### src/pkg/adcmt_pkg.sv
// adcmt_pkg: constants, types and decode functions of the converter control block
// assumes a 200 MHz aclk and register access over a 32-bit AXI4-Lite slave
//
// Functional notes
// - reset-hold bit keeps converter in reset
// - clock-gate bit stops or supplies converter clock
// - mode bit picks select or scan mode
// - divider code gives ratios 32..1
// - stabilization wait length set by timing mode
// - conversion length and sampling per timing mode
// - total time equals wait plus clocks
// - trigger field picks software or hardware modes
// - end interrupt only for result passing the window test
// - trigger source select picks four sources
// - range-check bit inverts the window test
package adcmt_pkg;

  // ---------------------------------------------------------------
  // register indices, byte address is four times the index
  // ---------------------------------------------------------------
  localparam logic [3:0] IDX_RESET_CTRL = 4'h0;
  localparam logic [3:0] IDX_CLOCK_EN = 4'h1;
  localparam logic [3:0] IDX_TIMING = 4'h2;
  localparam logic [3:0] IDX_TRIGGER = 4'h3;
  localparam logic [3:0] IDX_RANGE_CFG = 4'h4;
  localparam logic [3:0] IDX_UPPER = 4'h5;
  localparam logic [3:0] IDX_LOWER = 4'h6;
  localparam logic [3:0] IDX_RESULT = 4'h7;
  localparam logic [3:0] IDX_IRQ_STATUS = 4'h8;
  localparam logic [3:0] IDX_IRQ_MASK = 4'h9;

  // ---------------------------------------------------------------
  // field positions
  // ---------------------------------------------------------------
  localparam int BIT_RESET_HOLD = 5;
  localparam int BIT_CLOCK_GATE = 5;
  localparam int BIT_RUN = 7;
  localparam int BIT_SCAN = 6;
  localparam int LSB_DIV = 3;
  localparam int LSB_TMODE = 1;
  localparam int BIT_CMP_EN = 0;
  localparam int LSB_TRIG = 6;
  localparam int BIT_ONE_SHOT = 5;
  localparam int LSB_TSEL = 0;
  localparam int BIT_RANGE_POL = 3;
  localparam int BIT_IRQ_END = 0;
  localparam int BIT_IRQ_OVR = 1;

  // ---------------------------------------------------------------
  // reset values and writable bits
  // ---------------------------------------------------------------
  localparam logic [7:0] RST_RESET_CTRL = 8'h00;
  localparam logic [7:0] RST_CLOCK_EN = 8'h00;
  localparam logic [7:0] RST_UPPER = 8'hFF;
  localparam logic [7:0] RST_LOWER = 8'h00;
  localparam logic [7:0] WMASK_RESET_CTRL = 8'h20;
  localparam logic [7:0] WMASK_CLOCK_EN = 8'h20;
  localparam logic [7:0] WMASK_TRIGGER = 8'hE3;
  localparam logic [7:0] WMASK_RANGE_CFG = 8'h08;
  localparam logic [7:0] WMASK_IRQ = 8'h03;
  localparam logic [1:0] RESP_OKAY = 2'h0;
  localparam logic [1:0] RESP_SLVERR = 2'h2;

  // ---------------------------------------------------------------
  // timing counts
  // ---------------------------------------------------------------
  localparam logic [5:0] STAB_M0 = 6'd4;
  localparam logic [5:0] STAB_M0_UNDIV = 6'd2;
  localparam logic [5:0] STAB_M1 = 6'd58;
  localparam logic [5:0] STAB_M1_UNDIV = 6'd29;
  localparam logic [5:0] STAB_M2 = 6'd15;
  localparam logic [5:0] STAB_M3 = 6'd8;
  localparam logic [7:0] CONV_M0 = 8'd41;
  localparam logic [7:0] CONV_M1 = 8'd53;
  localparam logic [7:0] CONV_M2 = 8'd63;
  localparam logic [7:0] CONV_M3 = 8'd217;
  localparam logic [7:0] SAMP_M0 = 8'd11;
  localparam logic [7:0] SAMP_M1 = 8'd23;
  localparam logic [7:0] SAMP_M2 = 8'd33;
  localparam logic [7:0] SAMP_M3 = 8'd187;
  localparam logic [2:0] DIV_CODE_UNDIV = 3'h7;

  typedef enum logic [2:0] {
    S_IDLE = 3'b001,
    S_STAB = 3'b010,
    S_CONV = 3'b100
  } adcmt_state_t;

  // ---------------------------------------------------------------
  // decode functions
  // ---------------------------------------------------------------
  function automatic logic [5:0] div_ratio(input logic [2:0] code);
    logic [5:0] r;
    r = 6'd1;
    unique case (code)
      3'h0: r = 6'd32;
      3'h1: r = 6'd16;
      3'h2: r = 6'd8;
      3'h3: r = 6'd6;
      3'h4: r = 6'd5;
      3'h5: r = 6'd4;
      3'h6: r = 6'd2;
      3'h7: r = 6'd1;
    endcase
    return r;
  endfunction

  function automatic logic [5:0] stab_clocks(input logic [1:0] mode, input logic undiv);
    logic [5:0] s;
    s = STAB_M3;
    unique case (mode)
      2'h0: s = undiv ? STAB_M0_UNDIV : STAB_M0;
      2'h1: s = undiv ? STAB_M1_UNDIV : STAB_M1;
      2'h2: s = STAB_M2;
      2'h3: s = STAB_M3;
    endcase
    return s;
  endfunction

  function automatic logic [7:0] conv_clocks(input logic [1:0] mode);
    logic [7:0] c;
    c = CONV_M3;
    unique case (mode)
      2'h0: c = CONV_M0;
      2'h1: c = CONV_M1;
      2'h2: c = CONV_M2;
      2'h3: c = CONV_M3;
    endcase
    return c;
  endfunction

  function automatic logic [7:0] samp_clocks(input logic [1:0] mode);
    logic [7:0] c;
    c = SAMP_M3;
    unique case (mode)
      2'h0: c = SAMP_M0;
      2'h1: c = SAMP_M1;
      2'h2: c = SAMP_M2;
      2'h3: c = SAMP_M3;
    endcase
    return c;
  endfunction

endpackage

### src/core/adcmt_ctrl.sv
// adcmt_ctrl: converter reset, clock gate, timing modes, triggers and window check
// assumes an AXI4-Lite master, trigger inputs as one-cycle pulses and an
// external converter core that presents its code on analog_code
`timescale 1ns/1ps
module adcmt_ctrl #(
  parameter int ADDR_W = 6,
  parameter int RES_W = 8
) (
  // clock and reset
  input wire logic aclk,
  input wire logic aresetn,
  // axi4-lite write
  input wire logic [ADDR_W-1:0] s_axi_awaddr,
  input wire logic [2:0] s_axi_awprot,
  input wire logic s_axi_awvalid,
  output logic s_axi_awready,
  input wire logic [31:0] s_axi_wdata,
  input wire logic [3:0] s_axi_wstrb,
  input wire logic s_axi_wvalid,
  output logic s_axi_wready,
  output logic [1:0] s_axi_bresp,
  output logic s_axi_bvalid,
  input wire logic s_axi_bready,
  // axi4-lite read
  input wire logic [ADDR_W-1:0] s_axi_araddr,
  input wire logic [2:0] s_axi_arprot,
  input wire logic s_axi_arvalid,
  output logic s_axi_arready,
  output logic [31:0] s_axi_rdata,
  output logic [1:0] s_axi_rresp,
  output logic s_axi_rvalid,
  input wire logic s_axi_rready,
  // hardware trigger sources
  input wire logic timer_ch1_irq,
  input wire logic elc_event,
  input wire logic rtc_irq,
  input wire logic interval_timer_irq,
  // converter core
  input wire logic [RES_W-1:0] analog_code,
  output logic converter_reset_hold,
  output logic converter_clock_gate,
  output logic comparator_enable,
  output logic channel_select_mode,
  output logic sample_active,
  output logic conversion_busy,
  // events
  output logic conversion_end_irq,
  output logic irq
);

  typedef struct packed {
    logic [7:0] prr;
    logic [7:0] per;
    logic [7:0] converter_timing_mode;
    logic [7:0] converter_trigger_mode;
    logic [7:0] rcfg;
    logic [RES_W-1:0] ul;
    logic [RES_W-1:0] ll;
    logic [RES_W-1:0] res;
    logic [7:0] ists;
    logic [7:0] imsk;
    adcmt_pkg::adcmt_state_t fsm;
    logic [5:0] stab_cnt;
    logic [7:0] conv_cnt;
    logic [RES_W-1:0] sample;
    logic end_pulse;
    logic [15:0] age;
    logic aw_full;
    logic [ADDR_W-1:0] awaddr;
    logic w_full;
    logic [7:0] wdata;
    logic wstrb0;
    logic bvalid;
    logic [1:0] bresp;
    logic rvalid;
    logic [7:0] rdata;
    logic [1:0] rresp;
  } adcmt_regs_t;

  // converter registers back to reset, bus and gate registers untouched
  function automatic adcmt_regs_t conv_reset(input adcmt_regs_t s);
    adcmt_regs_t r;
    r = s;
    r.converter_timing_mode = '0;
    r.converter_trigger_mode = '0;
    r.rcfg = '0;
    r.ul = RES_W'(adcmt_pkg::RST_UPPER);
    r.ll = RES_W'(adcmt_pkg::RST_LOWER);
    r.res = '0;
    r.fsm = adcmt_pkg::S_IDLE;
    r.stab_cnt = '0;
    r.conv_cnt = '0;
    r.sample = '0;
    r.end_pulse = 1'b0;
    r.age = '0;
    return r;
  endfunction

  adcmt_regs_t st;
  adcmt_regs_t next_st;
  logic hold;
  logic gate;
  logic live;
  logic run;
  logic hw_mode;
  logic hw_wait;
  logic trig_sel;
  logic start_evt;
  logic tick;
  logic last_tick;
  logic win_hit;
  logic wr_fire;
  logic [3:0] wr_idx;
  logic [3:0] rd_idx;
  logic [1:0] tmode;
  logic [2:0] dcode;
  logic [5:0] stab_len;
  logic [7:0] conv_len;
  logic [7:0] samp_len;
  logic [7:0] set_bits;
  logic [7:0] wbyte;

  // ---------------------------------------------------------------
  // decode
  // ---------------------------------------------------------------
  assign hold = st.prr[adcmt_pkg::BIT_RESET_HOLD];
  assign gate = st.per[adcmt_pkg::BIT_CLOCK_GATE];
  assign live = !hold && gate;
  assign run = st.converter_timing_mode[adcmt_pkg::BIT_RUN];
  assign tmode = st.converter_timing_mode[adcmt_pkg::LSB_TMODE +: 2];
  assign dcode = st.converter_timing_mode[adcmt_pkg::LSB_DIV +: 3];
  assign hw_mode = st.converter_trigger_mode[adcmt_pkg::LSB_TRIG + 1];
  assign hw_wait = hw_mode && st.converter_trigger_mode[adcmt_pkg::LSB_TRIG];
  assign stab_len = adcmt_pkg::stab_clocks(tmode, dcode == adcmt_pkg::DIV_CODE_UNDIV);
  assign conv_len = adcmt_pkg::conv_clocks(tmode);
  assign samp_len = adcmt_pkg::samp_clocks(tmode);
  assign last_tick = tick && (st.conv_cnt + 8'd1 == conv_len);

  always_comb begin
    unique case (st.converter_trigger_mode[adcmt_pkg::LSB_TSEL +: 2])
      2'h0: trig_sel = timer_ch1_irq;
      2'h1: trig_sel = elc_event;
      2'h2: trig_sel = rtc_irq;
      2'h3: trig_sel = interval_timer_irq;
    endcase
  end

  // software mode runs on the level of the run bit
  assign start_evt = hw_mode ? trig_sel : 1'b1;

  // window test on the code about to be stored
  always_comb begin
    if (st.rcfg[adcmt_pkg::BIT_RANGE_POL]) begin
      win_hit = (st.sample < st.ll) || (st.sample > st.ul);
    end else begin
      win_hit = (st.sample >= st.ll) && (st.sample <= st.ul);
    end
  end

  adcmt_clkdiv #(
    .CNT_W(6)
  ) u_div (
    .aclk(aclk),
    .aresetn(aresetn),
    .run(gate && !hold && st.fsm == adcmt_pkg::S_CONV),
    .div_code(dcode),
    .tick(tick)
  );

  // ---------------------------------------------------------------
  // bus handshakes
  // ---------------------------------------------------------------
  assign s_axi_awready = !st.aw_full && !st.bvalid;
  assign s_axi_wready = !st.w_full && !st.bvalid;
  assign s_axi_arready = !st.rvalid;
  assign s_axi_bvalid = st.bvalid;
  assign s_axi_bresp = st.bresp;
  assign s_axi_rvalid = st.rvalid;
  assign s_axi_rresp = st.rresp;
  assign s_axi_rdata = {24'h000000, st.rdata};
  assign wr_fire = st.aw_full && st.w_full && !st.bvalid;
  assign wr_idx = st.awaddr[5:2];
  assign rd_idx = s_axi_araddr[5:2];
  assign wbyte = st.wstrb0 ? st.wdata : 8'h00;

  // ---------------------------------------------------------------
  // outputs
  // ---------------------------------------------------------------
  assign converter_reset_hold = hold;
  assign converter_clock_gate = gate;
  assign comparator_enable = st.converter_timing_mode[adcmt_pkg::BIT_CMP_EN];
  assign channel_select_mode = st.converter_timing_mode[adcmt_pkg::BIT_SCAN];
  assign sample_active = (st.fsm == adcmt_pkg::S_CONV) && (st.conv_cnt < samp_len);
  assign conversion_busy = (st.fsm != adcmt_pkg::S_IDLE);
  assign conversion_end_irq = st.end_pulse;
  assign irq = |(st.ists & st.imsk);

  // ---------------------------------------------------------------
  // next state
  // ---------------------------------------------------------------
  always_comb begin
    next_st = st;
    set_bits = 8'h00;
    next_st.end_pulse = 1'b0;

    // write channel capture, either order
    if (s_axi_awvalid && s_axi_awready) begin
      next_st.aw_full = 1'b1;
      next_st.awaddr = s_axi_awaddr;
    end
    if (s_axi_wvalid && s_axi_wready) begin
      next_st.w_full = 1'b1;
      next_st.wdata = s_axi_wdata[7:0];
      next_st.wstrb0 = s_axi_wstrb[0];
    end
    if (st.bvalid && s_axi_bready) begin
      next_st.bvalid = 1'b0;
    end
    if (st.rvalid && s_axi_rready) begin
      next_st.rvalid = 1'b0;
    end

    // conversion sequencer, frozen while the clock gate is off
    if (live) begin
      next_st.age = st.age + 16'd1;
      unique case (st.fsm)
        adcmt_pkg::S_IDLE: begin
          if (run && comparator_enable && start_evt) begin
            next_st.age = '0;
            next_st.stab_cnt = '0;
            next_st.conv_cnt = '0;
            if (hw_mode && !hw_wait) begin
              next_st.fsm = adcmt_pkg::S_CONV;
            end else begin
              next_st.fsm = adcmt_pkg::S_STAB;
            end
          end
        end
        adcmt_pkg::S_STAB: begin
          next_st.stab_cnt = st.stab_cnt + 6'd1;
          if (st.stab_cnt + 6'd1 == stab_len) begin
            next_st.fsm = adcmt_pkg::S_CONV;
            next_st.age = '0;
          end
        end
        adcmt_pkg::S_CONV: begin
          if (tick) begin
            next_st.conv_cnt = st.conv_cnt + 8'd1;
          end
          if (tick && st.conv_cnt + 8'd1 == samp_len) begin
            next_st.sample = analog_code;
          end
          if (last_tick) begin
            next_st.age = '0;
            next_st.conv_cnt = '0;
            next_st.fsm = adcmt_pkg::S_IDLE;
            if (win_hit) begin
              next_st.res = st.sample;
              next_st.end_pulse = 1'b1;
              set_bits[adcmt_pkg::BIT_IRQ_END] = 1'b1;
            end
            if (!hw_mode && st.converter_trigger_mode[adcmt_pkg::BIT_ONE_SHOT]) begin
              next_st.converter_timing_mode[adcmt_pkg::BIT_RUN] = 1'b0;
            end
            if (hw_mode && !st.converter_trigger_mode[adcmt_pkg::BIT_ONE_SHOT]) begin
              next_st.fsm = adcmt_pkg::S_CONV;
            end
          end
        end
        default: next_st.fsm = adcmt_pkg::S_IDLE;
      endcase
      // hardware trigger while busy is dropped and flagged
      if (hw_mode && run && trig_sel && st.fsm != adcmt_pkg::S_IDLE) begin
        set_bits[adcmt_pkg::BIT_IRQ_OVR] = 1'b1;
      end
      if (!run || !comparator_enable) begin
        next_st.fsm = adcmt_pkg::S_IDLE;
      end
    end

    // register writes
    if (wr_fire) begin
      next_st.aw_full = 1'b0;
      next_st.w_full = 1'b0;
      next_st.bvalid = 1'b1;
      next_st.bresp = (wr_idx > adcmt_pkg::IDX_IRQ_MASK) ?
                      adcmt_pkg::RESP_SLVERR : adcmt_pkg::RESP_OKAY;
      if (st.wstrb0) begin
        unique case (wr_idx)
          adcmt_pkg::IDX_RESET_CTRL: next_st.prr = wbyte & adcmt_pkg::WMASK_RESET_CTRL;
          adcmt_pkg::IDX_CLOCK_EN: next_st.per = wbyte & adcmt_pkg::WMASK_CLOCK_EN;
          adcmt_pkg::IDX_TIMING: if (live) next_st.converter_timing_mode = wbyte;
          adcmt_pkg::IDX_TRIGGER: if (live) next_st.converter_trigger_mode = wbyte & adcmt_pkg::WMASK_TRIGGER;
          adcmt_pkg::IDX_RANGE_CFG: if (live) next_st.rcfg = wbyte & adcmt_pkg::WMASK_RANGE_CFG;
          adcmt_pkg::IDX_UPPER: if (live) next_st.ul = RES_W'(wbyte);
          adcmt_pkg::IDX_LOWER: if (live) next_st.ll = RES_W'(wbyte);
          adcmt_pkg::IDX_IRQ_MASK: next_st.imsk = wbyte & adcmt_pkg::WMASK_IRQ;
          default: ;
        endcase
      end
    end

    // sticky status: set wins over write-one-to-clear
    if (wr_fire && wr_idx == adcmt_pkg::IDX_IRQ_STATUS) begin
      next_st.ists = (st.ists & ~(wbyte & adcmt_pkg::WMASK_IRQ)) | set_bits;
    end else begin
      next_st.ists = st.ists | set_bits;
    end

    // register reads
    if (s_axi_arvalid && s_axi_arready) begin
      next_st.rvalid = 1'b1;
      next_st.rresp = adcmt_pkg::RESP_OKAY;
      unique case (rd_idx)
        adcmt_pkg::IDX_RESET_CTRL: next_st.rdata = st.prr;
        adcmt_pkg::IDX_CLOCK_EN: next_st.rdata = st.per;
        adcmt_pkg::IDX_TIMING: next_st.rdata = st.converter_timing_mode;
        adcmt_pkg::IDX_TRIGGER: next_st.rdata = st.converter_trigger_mode;
        adcmt_pkg::IDX_RANGE_CFG: next_st.rdata = st.rcfg;
        adcmt_pkg::IDX_UPPER: next_st.rdata = 8'(st.ul);
        adcmt_pkg::IDX_LOWER: next_st.rdata = 8'(st.ll);
        adcmt_pkg::IDX_RESULT: next_st.rdata = 8'(st.res);
        adcmt_pkg::IDX_IRQ_STATUS: next_st.rdata = st.ists;
        adcmt_pkg::IDX_IRQ_MASK: next_st.rdata = st.imsk;
        default: begin
          next_st.rdata = 8'h00;
          next_st.rresp = adcmt_pkg::RESP_SLVERR;
        end
      endcase
    end

    // converter held in reset
    if (next_st.prr[adcmt_pkg::BIT_RESET_HOLD]) begin
      next_st = conv_reset(next_st);
    end
  end

  always_ff @(posedge aclk) begin
    if (!aresetn) begin
      st <= conv_reset('0);
      st.prr <= adcmt_pkg::RST_RESET_CTRL;
      st.per <= adcmt_pkg::RST_CLOCK_EN;
    end else begin
      st <= next_st;
    end
  end
endmodule // adcmt_ctrl

### src/core/adcmt_clkdiv.sv
// adcmt_clkdiv: conversion clock divider, one tick per conversion clock
// assumes run is low outside conversion so each conversion starts aligned
`timescale 1ns/1ps
module adcmt_clkdiv #(
  parameter int CNT_W = 6
) (
  // clock and reset
  input wire logic aclk,
  input wire logic aresetn,
  // control
  input wire logic run,
  input wire logic [2:0] div_code,
  // conversion clock tick
  output logic tick
);

  typedef struct packed {
    logic [CNT_W-1:0] cnt;
  } adcmt_div_t;

  adcmt_div_t st;
  adcmt_div_t next_st;
  logic [CNT_W-1:0] last;

  assign last = CNT_W'(adcmt_pkg::div_ratio(div_code) - 6'd1);
  assign tick = run && (st.cnt == last);

  always_comb begin
    next_st = st;
    if (!run || st.cnt == last) begin
      next_st.cnt = '0;
    end else begin
      next_st.cnt = st.cnt + CNT_W'(1);
    end
  end

  always_ff @(posedge aclk) begin
    if (!aresetn) begin
      st <= '0;
    end else begin
      st <= next_st;
    end
  end
endmodule // adcmt_clkdiv

### config.mk
export PLATFORM = sky130hd
export DESIGN_NAME = adcmt_ctrl
export DESIGN_NICKNAME = d
export VERILOG_FILES = /design/src/pkg/adcmt_pkg.sv /design/src/core/adcmt_ctrl.sv /design/src/core/adcmt_clkdiv.sv
export SDC_FILE = /design/constraint.sdc
export NUM_CORES = 1
export LEC_CHECK = 0
export ABC_CLOCK_PERIOD_IN_PS = 3300
export BUFFER_PORTS_ARGS = -buffer_cell sky130_fd_sc_hd__buf_2
export CAP_MARGIN = 25
export CELL_PAD_IN_SITES_DETAIL_PLACEMENT = 1
export CELL_PAD_IN_SITES_GLOBAL_PLACEMENT = 1
export CORE_MARGIN = 3
export CORE_UTILIZATION = 30
export DETAILED_ROUTE_END_ITERATION = 12
export PLACE_DENSITY_LB_ADDON = 0.25
export SYNTH_ARGS = -nofsm -noshare
export SYNTH_HDL_FRONTEND = slang
export SYNTH_SLANG_ARGS = --single-unit
### constraint.sdc
create_clock -name aclk -period 3.3 [get_ports aclk]
set_clock_uncertainty 0.05 [all_clocks]
set_input_delay 0.66 -clock aclk [delete_from_list [all_inputs] [get_ports aclk]]
set_output_delay 0.66 -clock aclk [all_outputs]
set_load 0.01 [all_outputs]
# After elaboration in Yosys (flattened, before gate mapping)
# Memories as Yosys holds them, arrays and structs flattened. A register that Yosys moved wholly into a read port is not among the register bits.
# Index checks and enable logic that the tools add are counted.
totals:
  ff_bits: 149
  mem_bits_ro: 48
  inputBits: 73
  mem_count: 1
mem_list:
  columns: ["name", "words", "width", "rd", "rd_clocked_by_memory_dff", "wr", "line", "text"]
  rows:
  - ["(no name shown)", 8, 6, 1, 1, 0, "adcmt_pkg.sv:95", "unique case (code)"]
op_classes:
  n_addsub: 5
  n_lt_le_gt_ge: 6
  n_eq_ne: 37
  muxes: 72
  bitwise: 9
  reduce_logical: 61
ops:
  columns: ["op", "count"]
  rows:
  - ["$mux 8", 23]
  - ["$mux 151", 1]
  - ["$mux 56", 2]
  - ["$pmux 8 s10", 1]
  - ["$pmux 8 s4", 2]
  - ["$pmux 16 s3", 1]
  - ["$mux 42", 1]
  - ["$mux 17", 2]
  - ["$mux 16", 2]
  - ["$reduce_and 4->1", 8]
  - ["$eq 4x3->1 const B", 7]
  - ["$mux 3", 9]
  - ["$logic_and 1x1->1", 26]
  - ["$pmux 6 s4", 1]
  - ["$add 16x1->16 const B", 1]
  - ["$and 8x8->8", 2]
  - ["$eq 4x2->1 const B", 4]
  - ["$eq 4x4->1 const B", 4]
  - ["$eq 8x8->1", 2]
  - ["$lt 8x8->1", 2]
  - ["$or 8x2->8", 2]
  - ["$pmux 8 s2", 1]
  - ["$mux 1", 14]
  - ["$add 6x1->6 const B", 2]
  - ["39 further kinds", 70]

# Depth between registers and ports, before layout
# Gate-level depths: netlist (run 1).
logic_depth:
  word_depth: 14
  depth_mapped: 11

# Modules after synthesis
# Synthesis (run 1) repeated with hierarchy kept, for this count alone.
hier_totals:
  hier_cells: 785
  hier_area_um2: 6377.4
modules_own_cells:
  columns: ["module", "instances", "cells_per_inst", "area_per_inst_um2"]
  rows:
  - ["adcmt_ctrl", 1, 722, 5780.5]
  - ["adcmt_clkdiv", 1, 63, 596.8]

# Least setup slack after synthesis (run 1)
# No wires, ideal clock.
synth_timing:
  kind: "reg2out"
  start: "register st[131] (netlist name)"
  end: "output sample_active"
  arrival_time_ns: 2.119
  t_required_ns: 2.590
  setup_slack_ns: 0.471
  path_stages_with_launch: 12
  path_buffers: 1
  cell_sequence: "dfxtp_1 inv_1 ha_1 clkbuf_1 inv_1 ha_1 nor2b_1 o21a_1 o21a_1 o21ai_0 nand2_1 a211oi_1"
synth_between:
  elab_chain_len: 4
  word_cells_on_any_way: 7
  cone_classes: "order compare (1); eq/ne (3); mux (1); reduce/logical (2)"
synth_lines:
  columns: ["item", "line", "text"]
  rows:
  - ["from (decl)", "adcmt_ctrl.sv:99", "adcmt_regs_t st;"]
  - ["from (signal assigned)", "adcmt_ctrl.sv:340", "st <= conv_reset('0);"]
  - ["from (signal assigned)", "adcmt_ctrl.sv:344", "st <= next_st;"]
  - ["$eq 2x2->1 (tied with other cells)", "adcmt_pkg.sv:135", "unique case (mode)"]
  - ["$pmux 8 s4 (*)", "adcmt_pkg.sv:135", null]
  - ["$lt 8x8->1 (*)", "adcmt_ctrl.sv:193", "assign sample_active = (st.fsm == adcmt_pkg::S_CONV) && (st.conv_cnt < samp_len);"]
  - ["$logic_and 1x1->1 (*)", "adcmt_ctrl.sv:193", null]
  - ["to (decl)", "adcmt_ctrl.sv:44", "output logic sample_active,"]
# Every way passes the cells marked *; elsewhere a longest branch is shown, timed or not. The select of a mux whose other input is x is not followed.

# Worst setup path in the final report (run 1)
# Ends and elaborated chain as after synthesis.

==> impl.org, run 1 <==
** Outcome
- Outcome :: completed

** Detailed routing
- Final antenna-violating net count :: 0
- The final layout contains routed wiring with a total length of between 15000 and 20000 um.
- DRC marker count from the first detailed-route iteration :: around 220
- The routed layout has 5396 vias.
- Number of vias per cell after detailed routing :: 4.96
- Post-route DRC :: 0
- Before antenna repair, the detailed router went through 4 iterations.
- Post-DR wirelength/cell :: 16.9 um

** STA
- Measured against its own limit, the worst slew margin works out to 60.6%.
- Setup repair after global routing left no endpoint under its margin.
- Based on the critical path, the design can be clocked at up to 318 MHz.
- After layout, the worst path uses 95.3% of the clock period.
- Worst Tran Pin Value :: about 0.6 ns
- The number of failing hold endpoints at the final stage came to 0.
- Final total negative setup slack :: 0 ns
- In the post-route analysis, the smallest setup slack over all paths is between 0.15 and 0.2 ns.
- Finish-stage setup viols :: 0
- The routed design could run at a clock period as short as 3.14 ns.
- Max Transition Viols Final :: 0

** Synth
- Register bit total from synthesis :: 109
- Adder-cell share of the synthesized area :: 6.37%
- Multiplexer cells account for 7.69% of the synthesized area.
- In the synthesized netlist the dominant register cell turns out to be sky130_fd_sc_hd__dfxtp_1.
- Synthesis handed over a netlist of 777 instances.
- After Yosys synthesis, XOR and XNOR cells account for 4.10% of the synthesized area.
- Post-synthesis compound-gate area fraction :: 16.2%
- Area of the mapped netlist :: 6410 sq um
- Warnings, synthesis :: 0
- Count of unique library cells instantiated by Yosys :: between 70 and 80
- Proportion of synthesized flip-flops having asynchronous set or reset :: 0%
- Each instance of the synthesized netlist takes up on average 8.25 sq um.
- The synthesized design contains 0 enable-type register cells.
- Fraction of the yosys area taken by sequential cells :: 34.1%
- Summing the areas of all and, or, nand and nor instances in the mapped netlist gives 22.8% of the synthesized area.
- After synthesis, the largest family of logic cells by area is simple AND/OR/NAND/NOR gates.

** Setup path
- Worst Setup Start Kind :: flop
- Endpoint of the most critical register-to-register path :: st[48]
- Counting cells, the worst reg-to-reg path comes to 10.
- The worst register-to-register path begins at st[130].
- Register-to-register setup slack :: ~0.49 ns
- In this run the worst path has a maximum fanout of 6.
- The critical path is of the flop to primary output type.
- At the worst endpoint, the required time is 2.59 ns.
- For the worst setup path, the data arrival time is between 2 and 2.5 ns.
- Critical path endpoint :: sample_active
- Startpoint of the most critical setup path :: st[131]
- The worst setup path is captured at a primary output.

** Clocking
- Clock tree synthesis inserted a total of 9 buffers.
- After clock tree synthesis, the clock-pin slew on the worst setup and hold paths is 0.08 ns.
- Postcts setup bufs :: 0
- Clock tree synthesis selected as its root buffer the cell sky130_fd_sc_hd__clkbuf_16.
- TritonCTS clock tree :: yes
- At the later pin of the worst-skew pair, clock insertion delay measures 0.37 ns.
- For this design, the sink count on the clock tree is around 110.
- CTS max path bufs :: 2
- CTS built an H-tree with a depth of 3.

** GRT
- Via count of the first global-routing pass :: 5471
- Entering global routing, the biggest net connects 30 pins.
- Global routing used 16.0% of the available tracks.
- For this run the aggregate overflow at the end of global routing stands at 0.
- Wire length of the first global-routing pass :: 30200 um
- Number of antenna violations at the first check in global routing :: 0

** Cells and area
- Area growth from synthesis to layout :: 11.0%
- After routing the design area is slightly above 7000 sq um.
- Number of nets in the layout :: 918
- For this run, the number of standard cells in the final layout without fillers is between 1000 and 1500.
- The post-route netlist has 13.3% of its cells at a drive strength greater than 1.
- The layout has 2473 filler cells.
- 0 antenna diodes ended up in the layout.

** Flow run
- Count of maximum capacitance violations :: 0

** Power and ir drop
- Summed over all cells, the static leakage comes to 0.00298 uW.
- Total power for the finished layout comes to 2620 uW.
- Peak VDD IR :: 219 uV
- Pwr/cell area :: 369 nW/um^2

** Die
- FP Rows :: 52
- The die covers 23100 sq um.
- Die Wd :: between 150 and 200 um
- Initial core utilization :: 31.1%
- Chip height :: 152 um
- Core area :: approximately 21000 sq um
- During I/O placement, the number of pins put on the boundary was around 120.

** Placed design
- Detailed placement ended at an HPWL of roughly 14000 um.
- Worst setup timing slack at the placement stage :: 0.298 ns
- Final RePlAce weighted congestion :: 0.818
- The count of buffers added on input and output ports is 58.
- Post-placement cell count :: roughly 1100
- The placed instances occupy a cell area of 6810 sq um.

** Min path
- The worst hold path belongs to the class flop to flop.
## routing by layer
metal	track usage, %	share of wire [%]	up-vias	wire (um)
li1	-	-	2739	-
met1	20.5	46	2571	8540
met2	28.0	49	71	9090
met3	2.95	2.9	15	533
met4	3.68	1.2	0	228
met5	0	0	-	0
## layout by cell type (no fill, tap or decap), drive strengths merged, types with 5 or more instances in the layout
cell and n:
conb 26, a21oi 33, nor4 6, nor2 74, buf 71, and3 11
or3 6, nor2b 26, nand4 5, o21ai 27, nand2 90, ha 31
nand2b 12, nand3 33, o22ai 5, and2 10, o21a 7, a22oi 10
xor2 10, clkbuf 10, mux2i 38, a31oi 13, xnor2 20, nor3 9
o211ai 12, dfxtp 109, a21boi 13, inv 39
## through the flow
step	utilization, %	hold WS, ns
after floorplan	-	0.380
after global placement	33.0	0.392
after detailed placement	33.0	0.404
after CTS	34.4	0.418
after global routing	34.5	0.446
final	34.5	0.415
## worst min path at each step
stage | endpoint | depth (start not counted) | slack, ns | start
6_report | st[91] | 2 | 0.42 | st[91]
3_3_place_gp | st[90] | 2 | 0.39 | st[90]
3_5_place_dp | st[95] | 2 | 0.40 | st[95]
5_1_grt | st[95] | 2 | 0.45 | st[95]
2_1_floorplan | st[92] | 2 | 0.38 | st[92]
4_1_cts | st[91] | 2 | 0.42 | st[91]
## synthesized netlist by cell type (11+ instances only)
| library cell | n | share of area (%) |
|---|---|---|
| sky130_fd_sc_hd__nand3_1 | 32 | 2.5 |
| sky130_fd_sc_hd__nand2_1 | 89 | 5.2 |
| sky130_fd_sc_hd__clkbuf_1 | 27 | 1.6 |
| sky130_fd_sc_hd__ha_1 | 31 | 6.1 |
| sky130_fd_sc_hd__a31oi_1 | 12 | 1.2 |
| sky130_fd_sc_hd__mux2i_1 | 38 | 5.9 |
| sky130_fd_sc_hd__o211ai_1 | 12 | 1.4 |
| sky130_fd_sc_hd__a21boi_0 | 12 | 1.4 |
| sky130_fd_sc_hd__and3_1 | 11 | 1.1 |
| sky130_fd_sc_hd__xnor2_1 | 20 | 2.7 |
| sky130_fd_sc_hd__inv_1 | 36 | 2.1 |
| sky130_fd_sc_hd__dfxtp_1 | 109 | 34 |
| sky130_fd_sc_hd__o21ai_0 | 26 | 2.0 |
| sky130_fd_sc_hd__a21oi_1 | 33 | 2.6 |
| sky130_fd_sc_hd__nor2b_1 | 26 | 2.5 |
| sky130_fd_sc_hd__nand2b_1 | 12 | 1.2 |
| sky130_fd_sc_hd__nor2_1 | 74 | 4.3 |
| sky130_fd_sc_hd__buf_4 | 38 | 4.5 |
## sequential cells by signal, summed over array words and instances (netlist names), named ones only
name	flops
hw_mode	1
s_axi_rdata	8
s_axi_bresp	1
dcode	3
s_axi_rresp	1
st	75
s_axi_bvalid	1
u_div.st	6
run	1
converter_clock_gate	1
converter_reset_hold	1
comparator_enable	1
conversion_end_irq	1
channel_select_mode	1
s_axi_rvalid	1
## logic make-up after synthesis
kind of cell,Yosys count
AO/OA/AOI/OAI,154
XOR/XNOR,30
adder cells (fa/ha/maj),32
buffers and inverters,107
flip-flops,109
multiplexers,45
other,1
AND/OR/NAND/NOR,299
## area by class of cell
class                      count  area [sq um]  area share (%)
multi-input combinational    586          3770            53.0
sequential                   109          2190            30.8
timing repair buffer          71           388            5.45
tap                          270           338            4.75
clock buffer                  10           229            3.22
inverter                      36           135            1.90
clock inverter                 6          67.6           0.950
## where the power goes
group	internal, uW	switching [uW]
combinational	58.5	111
clock	536	565
sequential	1330	20.1
total	1930	696
## critical path, stage by stage (launching register included)
cell	delay [ns]
sky130_fd_sc_hd__dfxtp_4	0.37
sky130_fd_sc_hd__inv_1	0.10
sky130_fd_sc_hd__ha_2	0.19
sky130_fd_sc_hd__inv_2	0.05
sky130_fd_sc_hd__ha_1	0.25
sky130_fd_sc_hd__nor2b_1	0.13
sky130_fd_sc_hd__o21a_1	0.17
sky130_fd_sc_hd__o21a_1	0.17
sky130_fd_sc_hd__o21ai_1	0.14
sky130_fd_sc_hd__nand2_1	0.07
sky130_fd_sc_hd__a211oi_1	0.24
sky130_fd_sc_hd__buf_2	0.17
## timing repair
action,CTS,global route
endpoints found under the setup margin,1,1
pin swaps,0,0
gates resized for setup,3,4
hold endpoints to repair,0,0
cloned,0,0
hold buffers,0,0
(Power assumes the default switching activity.)
==> inputs of run 2 (changes only) <==
CORE_MARGIN = 8   (was 3)
==> run 2 against run 1 <==
Effect of this change: routed wire length grew 0.76%; via count is the same; design area grew 0.30%; count of clock-buffer cells in the layout is the same; highest routed layer unchanged; first-iteration DRC count grew 10%; global-route usage shrank 1.8 points; final cell count grew 0.46%; non-clock buffer count is the same; sequential share of layout area shrank 0.13 points; die area grew 14%; critical path depth is the same; clock power grew 7%.
==> impl.org, run 2 (synthesized netlist as in run 1, its figures left out) <==
** Die
- Area of the die :: 26300 sq um (+14%)
- The count of boundary I/O pins was 122 (unchanged).
- FP Rows :: 53 (+1.9%)
- The die width is 162 um (+6.6%).
- Initial core utilization :: 30.5% (-0.59 points)
- Core area :: 21000 sq um (+1.9%)
- The die span in y was 162 um (+6.6%).

** STA
- Worst Tran Pin Value :: 0.566 ns (-0.0209 ns)
- Max Transition Viols Final :: 0 (unchanged)
- The shortest clock period the worst path allows after layout was 3.11 ns (-0.0341 ns).
- Worst hold margin :: 0.411 ns (-0.00432 ns)
- Count of final hold-check violations :: 0 (unchanged)
- The setup total negative slack is 0 ns (unchanged).
- Final Cycle Share :: 94.3% (-1.0 points)
- The fmax was 321 MHz (+1.1%).
- Setup repair after global routing left no endpoint under its margin.
- The relative slew slack is 62.1% (+1.5 points).
- Finish-stage setup viols :: 0 (unchanged)

** Placed design
- The port buffer count came to 58 (unchanged).
- Final RePlAce weighted congestion :: 0.792 (-3.1%)
- HPWL reported at the end of detailed placement :: 14300 um (+1.0%)

** Clocking
- The number of hold-repair buffers added at the cts stage came to 0 (unchanged).
- The number of buffers on the longest clock path was 2 (unchanged).
- TritonCTS built the clock tree.
- The post-CTS repair timing setup buffer count is 0 (unchanged).
- Clock input transition at the sequential cells of the worst setup and hold paths :: 0.08 ns (about the same)
- The clock sink count was 109 (unchanged).
- The root buffer cell chosen for the clock tree is sky130_fd_sc_hd__clkbuf_16.
- Number of instances resized during post-cts repair :: 0 (-3)
- Number of buffers created by CTS :: 9 (unchanged)
- Number of H-tree levels :: 3 (unchanged)
- Clock latency reported for the late side of the worst-skew pair :: 0.36 ns (about the same)

** Cells and area
- Relative to the synthesized area, the layout overhead comes to 11.3%.
- Fraction of layout cells with a size suffix above 1 :: 13.2% (-0.12 points)
- More flip-flops sit in one register than any other, and that register is st.
- Number of nets in the layout :: 918 (unchanged)
- The area of combinational cells with multiple inputs was 3760 sq um (-0.13%).
- The antenna diode count was 0 (unchanged).
- In the layout the commonest cells are 107 x sky130_fd_sc_hd__dfxtp_1, 89 x sky130_fd_sc_hd__nand2_1, 74 x sky130_fd_sc_hd__nor2_1, 58 x sky130_fd_sc_hd__buf_2, 38 x sky130_fd_sc_hd__mux2i_1.
- Flip-flop count of the largest register, all copies and words added :: 75 (unchanged)
- The storage element area was 2180 sq um (-0.11%).
- The number of filler cells placed in the layout is 2549 (+3.1%).
- Commonest non-fill, non-tap cell in the layout :: sky130_fd_sc_hd__dfxtp_1
- The final core utilization came to 33.9% (-0.55 points).

** Setup path
- Crit path largest cell delay :: 0.39 ns (+0.02 ns)
- Largest driver fanout on the critical path :: 6 (unchanged)
- The required time reported for the critical path endpoint is 2.59 ns (about the same).
- The setup slack of the most critical reg-to-reg path was 0.60 ns (+0.11 ns).
- CP max stage cell :: sky130_fd_sc_hd__dfxtp_2
- Number of cells on the worst reg-to-reg path :: 10 (unchanged)
- STA classifies the critical path startpoint as a flop.
- The signal on the critical path passes through inv_1, ha_1, inv_2, ha_1, nor2b_1, o21a_1, o21a_1, o21ai_0, nand2_1, a211oi_1, buf_2.
- Crit Reg-Reg Startpoint :: st[130]
- The setup path with the least slack is of type flop to primary output.
- The critical path data arrival time came to 2.40 ns (-0.03 ns).
- Critical path endpoint category :: primary output
- The worst register-to-register path ends at st[49].

** Detailed routing
- The wire length per cell came to 17.0 um (+0.30%).
- DRC marker count from the first detailed-route iteration :: 245 (+10%)
- The number of remaining DRC errors is 0 (unchanged).
- The number of vias per cell was 4.94 (-0.46%).
- The total iterations of the first detailed-routing run came to 5 (+1).
- The total wire length after detailed routing was 18500 um (+0.76%).
- The number of nets still failing antenna checks after routing was 0 (unchanged).
- The via count of the routed design is 5396 (unchanged).

** Min path
- Cell depth of the worst min-delay path :: 2 (unchanged)
- Worst hold start :: st[93]
- The worst hold path terminates at st[93].
- Path class of the lowest-slack min-delay path :: flop to flop

** GRT
- Global Route Usage Sum :: 14.2% (-1.8 points)
- The pin count of the biggest net entering global routing came to 36 (+20%).
- Wire length of the first global-routing pass :: 30100 um (-0.48%)
- Number of antenna violations at the first check in global routing :: 0 (unchanged)
- The number of global-route vias before repair is 5567 (+1.8%).
- The overflow left after global routing came to 0 (unchanged).

** Power and ir drop
- Peak VDD IR :: 216 uV (-1.0%)
- The static power due to leakage is 0.00300 uW (+0.49%).
- The total power density per cell area was 379 nW/um^2 (+2.8%).

** Flow run
- Count of maximum capacitance violations :: 0 (unchanged)

** Outcome
- The run finished with clean final reports.
[run 2: changes by cell type in the layout (fill, tap and decap cells not counted), sizes merged]
| cell | delta |
|---|---|
| bufinv | +1 |
| inv | -1 |
[run 2: final cells by class]
class                      count  share of cell area, %
multi-input combinational    586                   52.7
sequential                   109                   30.6
timing repair buffer          71                   5.44
tap                          275                   4.82
clock buffer                  10                   3.35
inverter                      36                   1.89
clock inverter                 6                   1.12
[run 2: how the worst max path moves through the flow]
| stage | startpoint | endpoint | slack (ns) | cells after the start |
|---|---|---|---|---|
| finish | st[131] | sample_active | 0.19 | 11 |
| detailed placement | st[131] | sample_active | 0.43 | 11 |
| CTS | st[131] | sample_active | 0.02 | 11 |
| floorplan | st[131] | sample_active | 0.47 | 11 |
| global route | st[130] | sample_active | 0.05 | 9 |
| global placement | st[130] | sample_active | 0.44 | 9 |
[run 2: critical path: cells and delay by family (launching register included)]
| family | cells | cell delay (ns) |
|---|---|---|
| fa+ha+maj | 2 | 0.42 |
| flops | 1 | 0.39 |
| simple gates | 2 | 0.20 |
| buf+inv | 3 | 0.33 |
| compound gates | 4 | 0.71 |
[run 2: stage by stage]
step           setup WS, ns  instances  total power (uW)  instance area [sq um]
2_1_floorplan         0.471        802              1510                   6500
3_3_place_gp          0.442       1077              1550                   6810
3_5_place_dp          0.431       1077              1560                   6810
4_1_cts              0.0247       1093              2740                   7130
5_1_grt              0.0465       1093              2820                   7130
6_report              0.189       1093              2700                   7130
[run 2: layer usage]
| metal | part of all wire (%) | track usage [%] | vias to the layer above |
|---|---|---|---|
| met5 | 0 | 0 | - |
| met4 | 1.4 | 4.50 | 0 |
| met3 | 2.5 | 2.10 | 16 |
| met1 | 46 | 17.7 | 2591 |
| met2 | 50 | 24.8 | 63 |
| li1 | - | - | 2726 |
[run 2: power by group]
group          internal [uW]  switching [uW]  total, uW
sequential              1330            19.7       1350
clock                    626             555       1180
combinational           58.5             113        171
total                   2020             687       2700
==> inputs of run 3 (changes only) <==
--- a/constraint.sdc
+++ b/constraint.sdc
@@ -3,3 +3,3 @@
 set_input_delay 0.66 -clock aclk [delete_from_list [all_inputs] [get_ports aclk]]
 set_output_delay 0.66 -clock aclk [all_outputs]
-set_load 0.01 [all_outputs]
+set_load 0.02 [all_outputs]
==> run 3 against run 2 <==
Effect of this change: die area unchanged; flip-flop and latch count unchanged; core utilization about the same; critical path type unchanged; critical endpoint unchanged.
==> impl.org, run 3 (synthesized netlist as in run 1, its figures left out) <==
** Clocking
- Hold buffers post-CTS :: 0 (unchanged)
- Number of buffers created by CTS :: 9 (unchanged)
- The source-to-sink clock delay at the later pin of the worst-skew pair is 0.36 ns (about the same).
- TritonCTS clock tree :: yes
- The clock sink count was 109 (unchanged).
- The depth of the CTS H-tree came to 3 (unchanged).
- The number of buffers on the longest clock path is 2 (unchanged).
- Root buf cell :: sky130_fd_sc_hd__clkbuf_16
- Postcts setup bufs :: 0 (unchanged)
- The clock-pin slew reported for the worst setup and hold paths after clock tree synthesis is 0.08 ns (about the same).

** Detailed routing
- The total iterations of the first detailed-routing run was 4 (-1).
- The number of nets still failing antenna checks after routing was 0 (unchanged).
- The number of vias per cell came to 4.95 (+0.30%).
- The number of remaining DRC errors was 0 (unchanged).
- Wire length reported by the detailed router :: 18700 um (+0.99%)
- Post-DR wirelength/cell :: 17.1 um (+1.1%)
- Total number of vias :: 5407 (+0.20%)
- The DRC marker count from the first detailed-route iteration is 192 (-22%).

** GRT
- The first-pass GRT wire length came to 30300 um (+0.85%).
- The overflow left after global routing was 0 (unchanged).
- The fraction of met2 tracks used by global routing came to 25.2% (+0.48 points).
- Global-route layer with the greatest usage :: met2
- Via count of the first global-routing pass :: 5502 (-1.2%)
- The initial antenna violation count is 0 (unchanged).
- Maximum number of pins on one net before global-route repair :: 36 (unchanged)
- The aggregate global-route resource usage came to 14.3% (+0.11 points).
- Fraction of met1 tracks used by global routing :: 17.9% (+0.13 points)
- Met3 track demand over resource :: 1.87% (-0.23 points)

** STA
- Timing-limited maximum frequency :: 321 MHz (about the same)
- The measured slew at the worst slew-check pin was 0.617 ns (+0.0508 ns).
- The number of failing hold endpoints at the final stage is 0 (unchanged).
- Finish-stage setup viols :: 0 (unchanged)
- Max Transition Viols Final :: 0 (unchanged)
- Final total negative setup slack :: 0 ns (unchanged)
- Headroom to the max-slew limit :: 58.8% (-3.3 points)
- Period minus WS final :: 3.11 ns (+0.00230 ns)
- Final critical-path setup slack :: 0.187 ns (-0.00230 ns)
- Final Cycle Share :: 94.3% (about the same)
- Setup repair after global routing left no endpoint under its margin.
- The post-route worst hold slack is 0.409 ns (-0.00161 ns).

** Placed design
- The final weighted congestion in routability-driven placement was 0.810 (+2.2%).
- The post-placement worst setup slack is 0.403 ns (-0.0282 ns).
- HPWL reported at the end of detailed placement :: 14300 um (about the same)
- The port buffer count was 58 (unchanged).

** Setup path
- Worst Setup Start Kind :: flop
- The largest fanout on the critical path came to 6 (unchanged).
- Category of the critical setup timing path :: flop to primary output
- Arrival time of data at the critical path endpoint :: 2.40 ns (about the same)
- Critical path endpoint category :: primary output
- Required time of the critical path :: 2.59 ns (about the same)

** Cells and area
- The fraction of final layout cells with drive strength greater than 1 is 13.1% (-0.11 points).
- The top cell types in the final layout, fill and taps aside, are 107 x sky130_fd_sc_hd__dfxtp_1, 89 x sky130_fd_sc_hd__nand2_1, 74 x sky130_fd_sc_hd__nor2_1, 58 x sky130_fd_sc_hd__buf_2, 38 x sky130_fd_sc_hd__mux2i_1.
- Flip-flop count of the largest register, all copies and words added :: 75 (unchanged)
- st holds more flip-flops than any other register.
- Number of nets in the layout :: 917 (-0.11%)
- Commonest non-fill, non-tap cell in the layout :: sky130_fd_sc_hd__dfxtp_1
- Area growth from synthesis to layout :: 11.2%
- The antenna diode count was 0 (unchanged).
- Filler cell count in the final layout :: 2515 (-1.3%)

** Die
- FP Rows :: 53 (unchanged)
- The count of boundary I/O pins is 122 (unchanged).
- The die width is 162 um (unchanged).
- The initial core utilization is 30.5% (unchanged).
- Area of the die :: 26300 sq um (unchanged)
- Core area :: 21000 sq um (unchanged)
- Chip height :: 162 um (unchanged)

** Flow run
- The max capacitance violation total was 0 (unchanged).

** Min path
- Path class of the lowest-slack min-delay path :: flop to flop

** Power and ir drop
- Leakage power :: 0.00298 uW (-0.50%)
- The total power density per cell area was 378 nW/um^2 (-0.31%).
- Peak VDD IR :: 233 uV (+7.5%)

** Outcome
- Outcome :: completed
[run 3: per-layer routing]
metal  up-vias  wire (um)
li1       2719          -
met5         -          0
met1      2607       8630
met2        67       9350
met3        14        494
met4         0        238
[run 3: per-stage QoR]
step	total power, uW	instances	util, %	area [sq um]
2_1_floorplan	1530	802	-	6500
3_3_place_gp	1570	1076	32.4	6800
3_5_place_dp	1580	1076	32.4	6800
4_1_cts	2740	1092	33.8	7120
5_1_grt	2800	1092	33.9	7120
6_report	2690	1092	33.9	7120
[run 3: report_power, final]
| part | switching, uW | total (uW) | internal (uW) |
|---|---|---|---|
| Combinational | 132 | 191 | 58.6 |
| Sequential | 19.9 | 1350 | 1330 |
| Clock | 549 | 1150 | 602 |
| Total | 701 | 2690 | 1990 |
[run 3: final timing paths]
check                           cells past startpoint            end  startpoint  slack, ns
worst max register to register                     10         st[52]     st[130]       0.62
worst max-delay path                               11  sample_active     st[131]       0.19
worst min-delay path                                2         st[90]      st[90]       0.41
worst min register to register                      2         st[90]      st[90]       0.41
[run 3: final cells by class]
cell class / count / area [sq um] / area share [%]
sequential: 109 / 2190 / 30.7
timing repair buffer: 70 / 380 / 5.34
inverter: 36 / 135 / 1.90
clock inverter: 7 / 86.3 / 1.21
clock buffer: 9 / 225 / 3.16
tap: 275 / 344 / 4.83
multi-input combinational: 586 / 3760 / 52.8
[run 3: repair_timing]
item	CTS	global route
hold endpoints to repair	0	0
gates resized for setup	0	5
setup endpoints to repair	0	1
[run 3: critical path, cell delays in order (launching register included)]
cell and delay (ns):
sky130_fd_sc_hd__dfxtp_4 0.38, sky130_fd_sc_hd__inv_1 0.06, sky130_fd_sc_hd__ha_1 0.20, sky130_fd_sc_hd__inv_2 0.09, sky130_fd_sc_hd__ha_1 0.22, sky130_fd_sc_hd__nor2b_1 0.13
sky130_fd_sc_hd__o21a_1 0.17, sky130_fd_sc_hd__o21a_1 0.18, sky130_fd_sc_hd__o21ai_0 0.14, sky130_fd_sc_hd__nand2_1 0.08, sky130_fd_sc_hd__a211oi_1 0.21, sky130_fd_sc_hd__buf_2 0.20
